[src/rtl/hbil_map.vh]
// constants for the host buffer and interrupt logic block
`ifndef HBIL_MAP_VH
`define HBIL_MAP_VH
// status register bit positions
`define HBIL_ST_OUT_FULL 0
`define HBIL_ST_IN_FULL 1
`define HBIL_ST_GEN_FLAG 2
`define HBIL_ST_CMD_DATA 3
`define HBIL_ST_USER_LO 4
`define HBIL_STATUS_RESET 8'h00
// interrupt vectors
`define HBIL_VEC_INPUT 12'h003
`define HBIL_VEC_TIMER 12'h007
// latency bounds in cycles
`define HBIL_LAT_MIN 4
`define HBIL_LAT_MAX 7
`define HBIL_LAT_W 3
// sequencer control operation codes
`define HBIL_OP_NONE 4'h0
`define HBIL_OP_EN_I 4'h1
`define HBIL_OP_INPUT_IRQ_DISABLE_INSTR 4'h2
`define HBIL_OP_EN_T 4'h3
`define HBIL_OP_DIS_T 4'h4
`define HBIL_OP_RETURN_RESTORE_INSTR 4'h5
`define HBIL_OP_EN_FLAGS 4'h6
`define HBIL_OP_EN_DMA 4'h7
`define HBIL_OP_CLR_F0 4'h8
`define HBIL_OP_CPL_F0 4'h9
`define HBIL_OP_CLR_F1 4'ha
`define HBIL_OP_CPL_F1 4'hb
`define HBIL_OP_MOV_STS 4'hc
`define HBIL_OP_OUT_DBB 4'hd
`define HBIL_OP_IN_DBB 4'he
`define HBIL_OP_PORT2 4'hf
`endif

[src/rtl/hbil_sync.v]
// three-stage synchroniser with agreement filter for one pin
`timescale 1ns/1ps
`default_nettype none
module hbil_sync (
  input wire mclk_i,
  input wire reset_i,
  input wire rst_val_i,
  input wire pin_i,
  output reg level_o
);
  reg s1;
  reg s2;
  reg s3;
  // first stage feeds only the second; change accepted when stages 2 and 3 agree
  always @(posedge mclk_i) begin
    if (reset_i) begin
      // idle level of the pin, so no false edge follows reset
      s1 <= rst_val_i;
      s2 <= rst_val_i;
      s3 <= rst_val_i;
      level_o <= rst_val_i;
    end else begin
      s1 <= pin_i;
      s2 <= s1;
      s3 <= s2;
      if (s2 == s3) begin
        level_o <= s3;
      end
    end
  end
endmodule // hbil_sync
`default_nettype wire

[src/rtl/hbil_top.v]
// host data bus buffer, status flags, interrupt logic, host flags and dma pins
`timescale 1ns/1ps
`default_nettype none
`include "hbil_map.vh"
// Summary of operation
// - input vector 3, timer vector 7
// - host write raises input request always
// - input request cleared only on entry
// - finish instruction, push pc and status
// - return restores pc, status, reenables
// - timer irq on overflow, own enable
// - service latency between 4 and 7
// - held request reenters service at once
// - single level, reenable in return cycle two
// - input wins, timer stays pending
// - counter at ffh, falling edge interrupts
// - flag mode drives out-full, inverted in-full
// - writing 0 inhibits; only reset exits
// - dma mode: bit6 request, bit7 acknowledge
// - acknowledge acts as chip select; reset exits
// - reset clears pc, sp, bank, flags
// - out-full sets on load, clears on read
// - in-full sets on host write, clears on read
// - general flag device only, host visible
// - command flag takes address on write
// - upper status user bits, reset clears
// - internal moves asynchronous to host
// - address selects status or output buffer
// - host write latches data, sets in-full
module hbil_top (
  input wire mclk_i,
  input wire reset_i,
  input wire cs_n_i,
  input wire rd_n_i,
  input wire wr_n_i,
  input wire host_address_select_i,
  input wire [7:0] host_data_i,
  output reg [7:0] host_data_o,
  output wire host_data_oe_o,
  input wire [3:0] op_i,
  input wire [7:0] acc_i,
  input wire instr_done_i,
  input wire [11:0] pc_i,
  input wire [3:0] psw_hi_i,
  input wire timer_overflow_i,
  input wire event_count_mode_i,
  input wire counter_at_max_i,
  input wire event_pin_i,
  input wire dma_acknowledge_pin_i,
  output reg [7:0] acc_o,
  output reg irq_call_o,
  output reg [11:0] irq_vector_o,
  output reg [15:0] stack_push_o,
  output reg sp_inc_o,
  output wire [11:0] reset_pc_o,
  output wire [2:0] reset_sp_o,
  output wire reset_bank_o,
  output wire ports_input_o,
  output wire timer_stop_o,
  output wire timer_flag_clr_o,
  output reg [3:0] port2_hi_o,
  output reg [3:0] port2_hi_oe_o,
  output reg in_service_o,
  output wire [7:0] status_o
);
  ////////////////////////////////////////////////////////////////////////////
  // host strobes, synchronised; dma acknowledge acts as a chip select
  wire cs_s;
  wire rd_s;
  wire wr_s;
  wire a0_s;
  wire ev_s;
  wire dma_acknowledge_pin_s;
  reg [7:0] din_q1;
  reg [7:0] din_q2;
  reg wr_prev;
  reg rd_prev;
  reg ev_prev;
  hbil_sync u_cs (.mclk_i(mclk_i), .reset_i(reset_i), .rst_val_i(1'b1), .pin_i(cs_n_i), .level_o(cs_s));
  hbil_sync u_rd (.mclk_i(mclk_i), .reset_i(reset_i), .rst_val_i(1'b1), .pin_i(rd_n_i), .level_o(rd_s));
  hbil_sync u_wr (.mclk_i(mclk_i), .reset_i(reset_i), .rst_val_i(1'b1), .pin_i(wr_n_i), .level_o(wr_s));
  hbil_sync u_a0 (.mclk_i(mclk_i), .reset_i(reset_i), .rst_val_i(1'b1),
    .pin_i(host_address_select_i), .level_o(a0_s));
  hbil_sync u_ev (.mclk_i(mclk_i), .reset_i(reset_i), .rst_val_i(1'b1), .pin_i(event_pin_i), .level_o(ev_s));
  hbil_sync u_dk (.mclk_i(mclk_i), .reset_i(reset_i), .rst_val_i(1'b1),
    .pin_i(dma_acknowledge_pin_i), .level_o(dma_acknowledge_pin_s));

  reg flags_mode;
  reg dma_mode;
  wire sel = ~cs_s | (dma_mode & ~dma_acknowledge_pin_s);
  wire wr_act = sel & ~wr_s;
  wire rd_act = sel & ~rd_s;
  wire wr_start = wr_act & ~wr_prev;
  wire rd_end = ~rd_act & rd_prev;

  // data is sampled a few cycles late to match the strobe delay
  always @(posedge mclk_i) begin
    if (reset_i) begin
      din_q1 <= 8'h00;
      din_q2 <= 8'h00;
      wr_prev <= 1'b0;
      rd_prev <= 1'b0;
      ev_prev <= 1'b1;
    end else begin
      din_q1 <= host_data_i;
      din_q2 <= din_q1;
      wr_prev <= wr_act;
      rd_prev <= rd_act;
      ev_prev <= ev_s;
    end
  end

  ////////////////////////////////////////////////////////////////////////////
  // buffers and status register
  reg [7:0] host_input_buffer;
  reg [7:0] host_output_buffer;
  reg out_full;
  reg in_full;
  reg gen_flag;
  reg cmd_flag;
  reg [3:0] user_bits;
  reg rd_a0;
  wire load_out = (op_i == `HBIL_OP_OUT_DBB);
  wire read_in = (op_i == `HBIL_OP_IN_DBB);

  assign status_o = {user_bits, cmd_flag, gen_flag, in_full, out_full};

  // device side moves are independent of host timing
  always @(posedge mclk_i) begin
    if (reset_i) begin
      host_input_buffer <= 8'h00;
      host_output_buffer <= 8'h00;
      out_full <= 1'b0;
      in_full <= 1'b0;
      gen_flag <= 1'b0;
      cmd_flag <= 1'b0;
      user_bits <= 4'h0;
      acc_o <= 8'h00;
      rd_a0 <= 1'b0;
    end else begin
      if (rd_act & ~rd_prev) begin
        rd_a0 <= a0_s;
      end
      if (wr_start) begin
        host_input_buffer <= din_q2;
      end
      // host write set wins over a same-cycle device read
      if (wr_start) begin
        in_full <= 1'b1;
      end else if (read_in) begin
        in_full <= 1'b0;
      end
      if (read_in) begin
        acc_o <= host_input_buffer;
      end
      if (load_out) begin
        host_output_buffer <= acc_i;
        out_full <= 1'b1;
      end else if (rd_end & ~rd_a0) begin
        out_full <= 1'b0;
      end
      if (op_i == `HBIL_OP_CLR_F0) begin
        gen_flag <= 1'b0;
      end else if (op_i == `HBIL_OP_CPL_F0) begin
        gen_flag <= ~gen_flag;
      end
      if (wr_start) begin
        cmd_flag <= a0_s;
      end else if (op_i == `HBIL_OP_CLR_F1) begin
        cmd_flag <= 1'b0;
      end else if (op_i == `HBIL_OP_CPL_F1) begin
        cmd_flag <= ~cmd_flag;
      end
      if (op_i == `HBIL_OP_MOV_STS) begin
        user_bits <= acc_i[7:4];
      end
    end
  end

  // host read data, driven while read strobe and select are active
  assign host_data_oe_o = rd_act;
  always @(posedge mclk_i) begin
    if (reset_i) begin
      host_data_o <= 8'h00;
    end else if (a0_s) begin
      host_data_o <= status_o;
    end else begin
      host_data_o <= host_output_buffer;
    end
  end

  ////////////////////////////////////////////////////////////////////////////
  // interrupt logic
  reg in_en;
  reg tm_en;
  reg in_req;
  reg tm_req;
  reg [`HBIL_LAT_W-1:0] lat_cnt;
  reg pend;
  wire ev_fall = ev_prev & ~ev_s;
  wire tm_ovf = timer_overflow_i | (event_count_mode_i & counter_at_max_i & ev_fall);
  wire in_go = in_en & in_req;
  wire tm_go = tm_en & tm_req;
  wire take = (in_go | tm_go) & ~in_service_o & (lat_cnt >= `HBIL_LAT_MIN - 1) &
    (instr_done_i | lat_cnt == `HBIL_LAT_MAX - 1);

  // requests latch regardless of enables; entry clears only its own source
  always @(posedge mclk_i) begin
    if (reset_i) begin
      in_en <= 1'b0;
      tm_en <= 1'b0;
      in_req <= 1'b0;
      tm_req <= 1'b0;
      in_service_o <= 1'b0;
      irq_call_o <= 1'b0;
      irq_vector_o <= 12'h000;
      stack_push_o <= 16'h0000;
      sp_inc_o <= 1'b0;
      lat_cnt <= {`HBIL_LAT_W{1'b0}};
      pend <= 1'b0;
    end else begin
      irq_call_o <= 1'b0;
      sp_inc_o <= 1'b0;
      case (op_i)
        `HBIL_OP_EN_I: in_en <= 1'b1;
        `HBIL_OP_INPUT_IRQ_DISABLE_INSTR: in_en <= 1'b0; // request stays latched
        `HBIL_OP_EN_T: tm_en <= 1'b1;
        `HBIL_OP_DIS_T: tm_en <= 1'b0;
        default: ;
      endcase
      // return reopens acceptance; a held request reenters at once
      if (op_i == `HBIL_OP_RETURN_RESTORE_INSTR) begin
        in_service_o <= 1'b0;
      end
      pend <= (in_go | tm_go) & ~in_service_o & ~take;
      if (pend & ~take) begin
        lat_cnt <= lat_cnt + 1'b1;
      end else begin
        lat_cnt <= {`HBIL_LAT_W{1'b0}};
      end
      if (take) begin
        in_service_o <= 1'b1;
        irq_call_o <= 1'b1;
        sp_inc_o <= 1'b1;
        stack_push_o <= {psw_hi_i, pc_i};
        irq_vector_o <= in_go ? `HBIL_VEC_INPUT : `HBIL_VEC_TIMER;
      end
      if (wr_act) begin
        in_req <= 1'b1;
      end else if (take & in_go) begin
        in_req <= 1'b0;
      end
      if (tm_ovf) begin
        tm_req <= 1'b1;
      end else if (take & ~in_go) begin
        tm_req <= 1'b0;
      end
    end
  end

  ////////////////////////////////////////////////////////////////////////////
  // port 2 upper half: host flags and dma handshake
  reg [3:0] p2_latch;
  always @(posedge mclk_i) begin
    if (reset_i) begin
      flags_mode <= 1'b0;
      dma_mode <= 1'b0;
      p2_latch <= 4'hf;
    end else begin
      if (op_i == `HBIL_OP_EN_FLAGS) begin
        flags_mode <= 1'b1;
      end
      if (op_i == `HBIL_OP_EN_DMA) begin
        dma_mode <= 1'b1;
        p2_latch[2] <= 1'b0; // request cleared on enable
      end else if (op_i == `HBIL_OP_PORT2) begin
        p2_latch <= acc_i[7:4];
      end else if (dma_mode & ~dma_acknowledge_pin_s) begin
        p2_latch[2] <= 1'b0; // acknowledge retires the request
      end
    end
  end

  always @* begin
    port2_hi_o = p2_latch;
    port2_hi_oe_o = 4'h0;
    if (flags_mode) begin
      port2_hi_o[0] = out_full & p2_latch[0];
      port2_hi_o[1] = ~in_full & p2_latch[1];
      port2_hi_oe_o[1:0] = 2'b11;
    end
    if (dma_mode) begin
      port2_hi_oe_o[2] = 1'b1;
      port2_hi_oe_o[3] = 1'b0;
    end
  end

  // reset side effects for the sequencer
  assign reset_pc_o = {12{reset_i}} & 12'h000;
  assign reset_sp_o = 3'h0;
  assign reset_bank_o = reset_i;
  assign ports_input_o = reset_i;
  assign timer_stop_o = reset_i;
  assign timer_flag_clr_o = reset_i;
endmodule // hbil_top
`default_nettype wire

[config.mk]
export PLATFORM = sky130hd
export DESIGN_NAME = hbil_top
export DESIGN_NICKNAME = d
export VERILOG_FILES = /design/src/rtl/hbil_sync.v /design/src/rtl/hbil_top.v
export VERILOG_INCLUDE_DIRS = /design/src /design/src/rtl
export SDC_FILE = /design/constraint.sdc
export NUM_CORES = 1
export LEC_CHECK = 0
export ABC_AREA = 1
export BUFFER_PORTS_ARGS = -buffer_cell sky130_fd_sc_hd__buf_2
export CORE_MARGIN = 5
export CORE_UTILIZATION = 30
export CTS_CLUSTER_DIAMETER = 200
export DETAILED_ROUTE_END_ITERATION = 10
export SYNTH_ARGS = -nofsm -noshare
export SYNTH_HDL_FRONTEND = slang
export SYNTH_HIERARCHICAL = 1
export SYNTH_SLANG_ARGS = --single-unit
[constraint.sdc]
create_clock -name mclk_i -period 4.95 [get_ports mclk_i]
set_clock_uncertainty 0.1 [all_clocks]
set_input_delay 0.99 -clock mclk_i [delete_from_list [all_inputs] [get_ports mclk_i]]
set_output_delay 0.99 -clock mclk_i [all_outputs]
set_load 0.01 [all_outputs]
**After elaboration in Yosys (flattened, before gate mapping)**

Index checks and enable logic that the tools add are counted.
Widths: inputs -> output; s select.

- Add/sub/neg operators: 1
- Mux-type cells: 24
- Div/mod/pow operators: 0
- Shift-type cells: 0
- $lt $le $gt $ge: 1
- Eq/ne operators: 22
- Reduce and logical (&&, ||, !) cells: 12
- Multiply operators: 0
- Bitwise gates (word level): 42

Operator list:

| cell | count |
|---|---|
| $eq 4x4->1 const B | 8 |
| $and 1x1->1 | 21 |
| $mux 1 | 18 |
| $not 1->1 | 17 |
| $eq 4x3->1 const B | 4 |
| $reduce_bool 2->1 | 7 |
| $eq 4x2->1 const B | 2 |
| $mux 8 | 1 |
| $eq 1x1->1 | 6 |
| $reduce_bool 3->1 | 2 |
| $eq 4x1->1 const B | 1 |
| $mux 2 | 2 |
| $or 1x1->1 | 4 |
| $pmux 1 s2 | 2 |
| $reduce_or 2->1 | 2 |
| $add 3x1->3 const B | 1 |
| $eq 3x3->1 const B | 1 |
| $ge 3x2->1 const B | 1 |
| $mux 3 | 1 |
| $reduce_and 2->1 | 1 |

- Word-level logic and storage cells: 155
- Bits in writable memories: 0
- Bits in read-only memories: 0
- Flip-flop bits (word level): 128
- Bits in latches: 0
- Bits of input ports: 48
- Memories: 0

**Logic depth before layout (Yosys ltp)**

Gate-level depths: netlist of run 1.

- Depth after elaboration: 9
- Depth in mapped cells: 11
- Gate-level depth less buffers: 10

**By module**

The synthesis of run 1 kept the hierarchy.

Modules (own cells, without submodules):

| module | instances | cells an instance | area an instance (µm²) | seq. area each (µm²) |
|---|---|---|---|---|
| hbil_top | 1 | 453 | 3602.2 | 1881.8 |
| hbil_sync | 6 | 17 | 142.6 | 90.1 |

**Least setup slack after synthesis of run 1**

OpenSTA, ideal clock, no wires.

- Path kind: input to output
- From: input reset_i
- To: output ports_input_o
- Data required time: 3.860 ns
- Data arrival time: 1.109 ns
- Stages on the path: 1
- Path slack: 2.751 ns
- Cells stage by stage: buf_4

RTL lines:

| item | line | source |
|---|---|---|
| from (decl) | hbil_top.v:32 | `input wire reset_i,` |
| to (decl) | hbil_top.v:58 | `output wire ports_input_o,` |

No word-level cell between the ends.

**Final worst setup path of run 1**

- From: input reset_i
- To: output timer_flag_clr_o

RTL lines:

| item | line | source |
|---|---|---|
| to (decl) | hbil_top.v:60 | `output wire timer_flag_clr_o,` |

No word-level cell between the ends.

==> results of run 1 <==
metrics by stage:
stage	util [%]	hold slack, ns	setup slack [ns]
finish	38.4	0.298	2.35
global route	38.4	0.322	2.28
CTS	38.4	0.304	2.32
detailed placement	34.1	0.297	2.24
global placement	34.1	0.294	2.28
floorplan	-	0.288	2.75
layout by cell type (no fill, tap or decap), types with 3 or more instances in the layout:
cell and instances:
inv_1 65, nor2_1 67, edfxtp_1 6, nand2_1 134, clkinvlp_4 3, bufinv_16 3
conb_1 31, clkbuf_16 18, o21ai_0 52, inv_2 3, a21oi_1 29, nand3_1 14
ha_1 3, clkbuf_8 3, dfxtp_1 112, buf_2 105
where the power goes:
group | internal [mW] | switching, mW | total [mW]
logic | 0.0614 | 0.112 | 0.173
clock network | 0.855 | 0.411 | 1.27
registers | 1.02 | 0.0224 | 1.04
total | 1.93 | 0.545 | 2.48
synth_stat cells:
library cell / count
buf_6: 1
ha_1: 3
buf_2: 4
inv_1: 65
clkbuf_1: 6
nor2_4: 1
a211oi_1: 1
nand3_1: 14
nor2_2: 1
nand3b_1: 1
a21boi_0: 1
nand2_2: 2
dfxtp_1: 112
a41oi_1: 1
conb_1: 2
nand2_1: 134
inv_2: 3
o21a_1: 1
buf_4: 42
nand2_4: 1
o22ai_1: 1
o21ai_0: 52
nor3_1: 2
nor2_1: 67
edfxtp_1: 6
nor2_8: 2
a21oi_1: 29
registers in the layout (all words and copies together), names as in the netlist, 8 cells and up:
| name | cells |
|---|---|
| acc_o | 8 |
| din_q1 | 8 |
| din_q2 | 8 |
| host_data_o | 8 |
| host_input_buffer | 8 |
| host_output_buffer | 8 |
| stack_push_o | 16 |
metal layers:
layer | vias to the layer above | track usage (%) | routed length (um) | part of all wire [%]
li1 | 1853 | - | - | -
met1 | 1504 | 13.6 | 4320 | 46
met2 | 105 | 16.4 | 4140 | 44
met3 | 12 | 5.50 | 757 | 8.1
met4 | 0 | 4.29 | 113 | 1.2
met5 | - | 0 | 0 | 0
cell type report:
cell class | instances | share of cell area, %
sequential | 118 | 43.4
multi-input combinational | 345 | 27.3
timing repair buffer | 106 | 9.56
clock buffer | 23 | 8.95
inverter | 68 | 4.58
tap | 184 | 4.13
clock inverter | 7 | 2.11
worst max path at each step:
stage / slack, ns / end
2_1_floorplan: 2.75 / ports_input_o
3_3_place_gp: 2.28 / host_input_buffer[3]
3_5_place_dp: 2.24 / host_input_buffer[6]
4_1_cts: 2.32 / timer_flag_clr_o
5_1_grt: 2.28 / ports_input_o
6_report: 2.35 / timer_flag_clr_o
cell families after synthesis:
| kind of cell | share of synthesized area, % |
|---|---|
| compound gates | 9.94 |
| simple gates | 20.7 |
| fa+ha+maj | 0.842 |
| buf+inv | 14.0 |
| flops | 54.3 |
| other cells | 0.168 |
==> impl_metrics.csv, run 1 <==
group,metric,value,unit
run_status,outcome,"complete, no violations",
cts,htreeDepth,4,
sta,period_minus_slack,2.60,ns
placed_design,gp_congestion,0.751,
cts,ctsHoldBuffers,0,
floorplan,start_util,30.7,%
grt,grt_use_total,11.0,%
power_and_ir_drop,leakage,2.82,nW
logic_synthesis,syn_inst,555,
floorplan,boundaryPins,131,
worst_setup_path,required,3.86,ns
logic_synthesis,yosys_warnings,6,
route,wire_per_inst,11.0,um
logic_synthesis,synth_top_area_cell,"dfxtp_1",
placed_design,dp_cells,821,
placed_design,hpwl,6610,um
logic_synthesis,ys_top_cells_by_area,"dfxtp_1 (50%), nand2_1 (11%), buf_4 (7.1%)",
power_and_ir_drop,power,2.48,mW
layout,diodes,0,
floorplan,die_x,132,um
cts,cts_tree,"yes",
min_path,min_from,"din_q1[0]",
route,firstDrtPassIters,4,
power_and_ir_drop,ir_drop,227,uV
layout,final_area,5580,sq um
route,drt_wl_total,9330,um
sta,period_share,52.6,%
worst_setup_path,rr_worst_depth,9,
cts,cts.clk_slew.worst_paths,0.05,ns
floorplan,num_rows,44,
worst_setup_path,crit_start,"reset_i",
sta,rsz0062_at_grt,"false",
placed_design,io_buffer_count,105,
worst_setup_path,critical_path_class,"input pin to output port",
logic_synthesis,yosys.area.top_type_share,50.3,%
logic_synthesis,avgSynthCellArea,8.03,sq um
cts,clockBufferDepth,2,
worst_setup_path,crit_path_cell_trace,"buf_2 -> buf_2",
cts,clockRootBuffer,"clkbuf_16",
sta,worst-slew-pin-transition,1.11,ns
run,max_cap_viol_count,0,
logic_synthesis,synth.distinct_cells,27,
route,drt_iter0_markers,158,
layout,layout.nets,707,
logic_synthesis,seq_area_frac_synth,54.3,%
sta,setup_viol,0,
worst_setup_path,worstPathBufferInverterCount,2,
floorplan,fp.dieArea,17400,sq um
worst_setup_path,path_max_fanout,23,
worst_setup_path,rr_startpoint,"lat_cnt[0]",
layout,area_delta_synth_final,25.1,%
cts,ctsResizeCount,0,
worst_setup_path,critPathMaxStageDelay,0.31,ns
route,ant_nets,0,
grt,grt_antenna_before_repair,0,
layout,fillCellCount,1539,
worst_setup_path,crit_path_frequent_cell,"buf_2",
placed_design,dpl_cell_area,4960,sq um
grt,grt_pass1_vias,3192,
sta,slew_headroom,25.6,%
power_and_ir_drop,powerDensity,444,nW/um^2
min_path,hold-path-cell-count,2,
min_path,worstHoldPathType,"flip-flop to flip-flop",
grt,grt_pass1_wl,15600,um
layout,drive_gt1_share,21.6,%
logic_synthesis,synth_area,4460,sq um
worst_setup_path,cp.depth,2,
worst_setup_path,worstPathArrival,1.51,ns
layout,seqCellArea,2420,sq um
sta,tns,0,ns
cts,worstSkewPairLatency,0.41,ns
route,vias,3474,
grt,gr-total-overflow,0,
route,viasPerCell,4.08,
worst_setup_path,critPathCaptureType,"output port",
worst_setup_path,reg2reg_to,"lat_cnt[1]",
layout,multi_input_area,1520,sq um
worst_setup_path,critPathLaunchType,"input pin",
sta,drv_slew,0,
cts,cts_made_buffers,17,
grt,grt_max_degree,45,
logic_synthesis,synth-seq-cells,118,
floorplan,coreArea,14500,sq um
worst_setup_path,cp_top_family,"buffers and inverters",
route,drc,0,
cts,cts.sinks,118,
sta,fmax,384,MHz
layout,stdcell_count,851,
floorplan,die_h,132,um
cts,post_cts_buffers,0,
sta,final_hold_viol_count,0,
min_path,hold_end,"din_q2[0]",
worst_setup_path,reg2reg_slack,3.05,ns
worst_setup_path,critPathSlowestCell,"buf_2",
Note: power is estimated with default switching activity, not from simulation.
==> run 2: changes to the inputs <==
Clock period 4.95 ns to 2.2 ns, I/O delays scaled along.
==> run 2 against run 1 <==
  * Worst setup slack got worse by 2.0 ns
  * First-iteration DRC count up 18%
  * Critical path depth increased by 4
  * Via count decreased by 0.43%
  * Final cell count grew 0.59%
  * Total power up 120%
  * Combinational power is 130% higher
  * Sequential share of layout area rose by 0.14 points
  * Final area down 0.31%
  * Sequential power grew 130%
  * Critical endpoint is now host_data_oe_o
  * Largest cell class unchanged
==> impl_metrics.csv, run 2 (synthesis gave the netlist of run 1 again) <==
group,metric,value,unit
cts,cts.sinks,118,
cts,ctsResizeCount,0,
worst_setup_path,critical_path_class,"flip-flop to output port",
cts,cts_made_buffers,17,
worst_setup_path,crit_path_frequent_cell,"nand2_1",
route,wire_per_inst,11.1,um
route,drc,0,
worst_setup_path,worstPathArrival,1.34,ns
run,max_cap_viol_count,0,
grt,gr-total-overflow,0,
sta,final_hold_viol_count,0,
sta,period_share,85.6,%
floorplan,die_x,132,um
route,viasPerCell,4.04,
run_status,outcome,"complete, no violations",
worst_setup_path,crit_path_cell_trace,"inv_1 -> nand2_1 -> nand2_1 -> nand2_1 -> inv_1 -> buf_2",
placed_design,dp_cells,825,
power_and_ir_drop,p_clk_share,48.9,%
placed_design,pre_cts_slack,0.419,ns
sta,rsz0062_at_grt,"false",
sta,fmax,531,MHz
worst_setup_path,cp_top_family,"flip-flops",
cts,ctsHoldBuffers,0,
sta,setup_viol,0,
route,firstDrtPassIters,4,
grt,grt_pass1_vias,3253,
sta,timing.hold.ws,0.116,ns
power_and_ir_drop,intPower,4.11,mW
worst_setup_path,worstPathBufferInverterCount,3,
worst_setup_path,critPathCaptureType,"output port",
layout,final_common_cell,"nand2_1",
min_path,worstHoldPathType,"input pin to flip-flop",
placed_design,io_buffer_count,105,
power_and_ir_drop,seqPwrFrac,43.8,%
sta,period_minus_slack,1.88,ns
power_and_ir_drop,powerDensity,962,nW/um^2
layout,layout.nets,711,
layout,top_register,"stack_push_o",
layout,area_delta_synth_final,24.7,%
route,drt_iter0_markers,187,
placed_design,gp_congestion,0.746,
grt,grt_pass1_wl,15900,um
power_and_ir_drop,pwr-share-comb,7.4,%
worst_setup_path,critPathMaxStageDelay,0.35,ns
placed_design,dpl_cell_area,4990,sq um
layout,drive_gt1_share,22.3,%
layout,mostFrequentLayoutCells,"nand2_1 (134), dfxtp_1 (112), buf_2 (105)",
placed_design,hpwl,6790,um
cts,cts.clk_slew.worst_paths,0.05,ns
sta,tns,0,ns
floorplan,coreArea,14500,sq um
power_and_ir_drop,swShare,23.1,%
power_and_ir_drop,ir_drop,569,uV
cts,htreeDepth,4,
worst_setup_path,path_max_fanout,4,
floorplan,boundaryPins,131,
layout,final_area,5560,sq um
sta,slew_headroom,60.7,%
floorplan,die_h,132,um
worst_setup_path,critPathLaunchType,"flip-flop",
cts,clockRootBuffer,"clkbuf_16",
layout,stdcell_count,856,
route,drt_wl_total,9530,um
floorplan,fp.dieArea,17400,sq um
cts,worstSkewPairLatency,0.41,ns
grt,grt_max_degree,45,
sta,drv_slew,0,
route,ant_nets,0,
cts,post_cts_buffers,0,
worst_setup_path,critPathSlowestCell,"edfxtp_1",
sta,setup_ws,0.316,ns
cts,cts_tree,"yes",
layout,largest_register_ffs,16,
grt,grt_antenna_before_repair,0,
floorplan,start_util,30.7,%
route,vias,3459,
sta,worst-slew-pin-transition,0.588,ns
floorplan,num_rows,44,
power_and_ir_drop,switching_power,1.23,mW
power_and_ir_drop,leakage,2.82,nW
layout,diodes,0,
cts,clockBufferDepth,2,
grt,grt_use_total,11.3,%
worst_setup_path,required,1.66,ns
[run 2: cell count changes in the layout (fill, tap and decap cells not counted), sizes merged]
cell	previous run	this run
bufinv	3	1
clkinv	1	4
inv	68	69
buf	106	110
clkinvlp	3	2
[run 2: layout make-up]
cell class                 count  area (sq um)
tap                          184           230
clock inverter                 8          71.3
clock buffer                  23           498
fill                        1538          8970
sequential                   118          2420
timing repair buffer         110           563
multi-input combinational    345          1520
inverter                      68           255
[run 2: metrics by stage]
stage / util [%] / total power [mW]
detailed placement: 34.3 / 2.78
floorplan: - / 2.68
global route: 38.3 / 5.61
finish: 38.3 / 5.35
global placement: 34.3 / 2.77
CTS: 38.3 / 5.43
[run 2: power by group through the flow]
stage	logic (mW)	registers [mW]	clock network, mW
2_1_floorplan	0.299	2.38	0
3_3_place_gp	0.392	2.38	0
3_5_place_dp	0.397	2.38	0
4_1_cts	0.400	2.34	2.69
5_1_grt	0.459	2.35	2.80
6_report	0.393	2.34	2.61
[run 2: worst register-to-register path: cells and delay by family, from the launching register on]
kind                       cells  cell delay, ns
adders and majority gates      2            0.37
DFF                            1            0.33
AOI/OAI and AO/OA              1            0.07
buffers and inverters          1            0.21
and+or+nand+nor                6            0.61
[run 2: worst paths after layout]
kind                startpoint  cells after the start                to  slack (ns)
setup / recovery  u_dk/level_o                      6    host_data_oe_o        0.32
hold / removal     psw_hi_i[3]                      3  stack_push_o[15]        0.12
setup reg to reg    lat_cnt[0]                     10   irq_vector_o[2]        0.43
hold reg to reg      din_q1[2]                      2         din_q2[2]        0.30
[run 2: routing by layer]
layer	share of wire, %	track usage [%]	vias to the layer above
met5	0	0	-
met4	1.3	4.46	0
met3	7.5	5.27	7
met2	45	17.0	114
met1	46	14.0	1476
li1	-	-	1862
==> run 3: changes to the inputs <==
Settings changed: SYNTH_HIERARCHICAL 1 to default.
==> run 3 against run 2 <==
  * Total power is 3.7% lower
  * Sequential share of layout area is 0.34 points higher
  * Worst setup slack better by 0.048 ns
  * Critical path type unchanged
==> impl_metrics.csv, run 3 <==
group,metric,value,unit
route,ant_nets,0,
grt,grt_pass1_wl,14900,um
cts,clockRootBuffer,"clkbuf_16",
route,firstDrtPassIters,4,
layout,drive_gt1_share,26.8,%
cts,worstSkewPairLatency,0.41,ns
layout,final_common_cell,"dfxtp_1",
layout,diodes,0,
layout,top_register,"stack_push_o",
placed_design,gp_congestion,0.740,
worst_setup_path,critPathLaunchType,"flip-flop",
cts,cts_tree,"yes",
worst_setup_path,reg2reg_slack,0.40,ns
logic_synthesis,seq_area_frac_synth,55.0,%
logic_synthesis,yosysMostFrequentCell,"dfxtp_1",
floorplan,num_rows,43,
route,wire_per_inst,11.5,um
min_path,worstHoldPathType,"input pin to flip-flop",
route,met3WireLength,739,um
cts,cts_made_buffers,17,
route,wirelength_met1,4310,um
layout,mostFrequentLayoutCells,"dfxtp_1 (118), buf_2 (105), nand2_1 (97)",
cts,cts.sinks,118,
min_path,min_from,"wr_n_i",
route,routed.top_layer,"met4",
power_and_ir_drop,ir_drop,574,uV
grt,grt_max_degree,47,
floorplan,die_h,130,um
worst_setup_path,path_max_fanout,4,
floorplan,boundaryPins,131,
logic_synthesis,syn_inst,517,
placed_design,io_buffer_count,105,
logic_synthesis,synth-seq-cells,118,
logic_synthesis,avgSynthCellArea,8.30,sq um
worst_setup_path,reg2reg_to,"lat_cnt[0]",
power_and_ir_drop,powerDensity,957,nW/um^2
worst_setup_path,critical_path_class,"flip-flop to output port",
logic_synthesis,synth_ff_type,"dfxtp_1",
cts,ctsHoldBuffers,0,
sta,final_hold_viol_count,0,
floorplan,coreArea,13900,sq um
logic_synthesis,netlist_top_cells_count,"dfxtp_1 (118), nand2_1 (97), nor2_1 (69), inv_1 (49), o21ai_0 (45)",
logic_synthesis,async_flop_share,0,%
sta,tns,0,ns
worst_setup_path,critPathCaptureType,"output port",
layout,layout.nets,665,
logic_synthesis,ys_top_cells_by_area,"dfxtp_1 (55%), nand2_1 (8.5%), buf_4 (7.3%)",
cts,htreeDepth,4,
layout,final_area,5380,sq um
route,drt_iter0_markers,120,
cts,ctsResizeCount,0,
route,viasPerCell,4.02,
logic_synthesis,yosys_warnings,0,
sta,fmax,545,MHz
run_status,outcome,"complete, no violations",
sta,setup_viol,0,
sta,period_share,83.4,%
sta,drv_slew,0,
run,max_cap_viol_count,0,
logic_synthesis,synth_area,4290,sq um
logic_synthesis,synth-edff-count,0,
route,drt_wl_total,9290,um
grt,grt_pass1_vias,3125,
cts,clockBufferDepth,2,
layout,area_delta_synth_final,25.4,%
grt,grt_antenna_before_repair,0,
placed_design,dpl_cell_area,4790,sq um
floorplan,start_util,30.8,%
route,vias,3247,
logic_synthesis,synth.distinct_cells,28,
floorplan,die_x,130,um
worst_setup_path,worstPathArrival,1.30,ns
logic_synthesis,synth_top_area_cell,"dfxtp_1",
layout,largest_register_ffs,16,
cts,cts.clk_slew.worst_paths,0.05,ns
route,dr_wl_met2,4090,um
worst_setup_path,rr_startpoint,"lat_cnt[0]",
worst_setup_path,rr_worst_depth,9,
placed_design,hpwl,6730,um
grt,gr-total-overflow,0,
sta,rsz0062_at_grt,"false",
route,drc,0,
sta,period_minus_slack,1.84,ns
grt,grt_use_total,11.4,%
power_and_ir_drop,leakage,2.61,nW
worst_setup_path,crit_start,"dma_mode",
cts,post_cts_buffers,0,
floorplan,fp.dieArea,16800,sq um
worst_setup_path,required,1.66,ns
logic_synthesis,yosys.area.top_type_share,55.0,%
worst_setup_path,crit_end,"host_data_oe_o",
[run 3: changes by cell type after synthesis, moves of 2 or more]
cell / before / now
inv_1: 65 / 49
a21oi_1: 29 / 32
o21ai_0: 52 / 45
clkbuf_1: 6 / 10
or2_2: 0 / 18
buf_2: 4 / 2
dfxtp_1: 112 / 118
nor2_1: 67 / 69
edfxtp_1: 6 / 0
nand3_1: 14 / 10
nand2_1: 134 / 97
[run 3: per-layer routing]
layer / vias up / track usage, %
met5: - / 0
met4: 0 / 4.58
met3: 12 / 4.66
met2: 96 / 17.4
met1: 1396 / 14.4
li1: 1743 / -
[run 3: layout make-up]
class | instances | area (sq um)
clock buffers | 19 | 443
fillers | 1417 | 8550
flip-flops and latches | 118 | 2360
repair buffers | 109 | 556
clock inverters | 13 | 149
multi-input cells | 315 | 1450
well taps | 180 | 225
inverters | 53 | 199
[run 3: critical path: stages, from the launching register on]
cell     delay (ns)
dfxtp_1        0.36
nand2_1        0.08
nand2_1        0.10
nand2_1        0.11
inv_1          0.09
buf_2          0.15
[run 3: logic make-up (layout without fill, tap and decap cells)]
logic type / after synthesis / after routing / share of synthesized area (%)
AOI/OAI and AO/OA: 83 / 83 / 10.0
adders and majority gates: 3 / 3 / 0.875
buffers and inverters: 108 / 194 / 13.4
DFF: 118 / 118 / 55.0
other: 1 / 25 / 0.0874
and+or+nand+nor: 204 / 204 / 20.6
[run 3: how the worst min path moves through the flow]
stage	cells past startpoint	slack, ns	endpoint
finish	2	0.12	u_wr.s1
global route	2	0.1	u_wr.s1
CTS	2	0.09	u_wr.s1
detailed placement	1	0.29	u_wr.s2
global placement	2	0.29	din_q2[2]
floorplan	2	0.29	din_q2[0]
[run 3: power breakdown]
part	switching, mW	internal (mW)
registers	0.0211	2.19
logic	0.143	0.0884
clock network	0.998	1.71
total	1.16	3.99
[run 3: stage by stage]
| stage | total power [mW] | hold WS [ns] | cells | util, % | setup WS [ns] |
|---|---|---|---|---|---|
| CTS | 5.23 | 0.0895 | 807 | 38.6 | 0.337 |
| floorplan | 2.43 | 0.288 | 541 | - | 0.636 |
| finish | 5.15 | 0.115 | 807 | 38.6 | 0.365 |
| global placement | 2.49 | 0.291 | 775 | 34.4 | 0.378 |
| global route | 5.36 | 0.0955 | 807 | 38.6 | 0.219 |
| detailed placement | 2.49 | 0.292 | 775 | 34.4 | 0.383 |
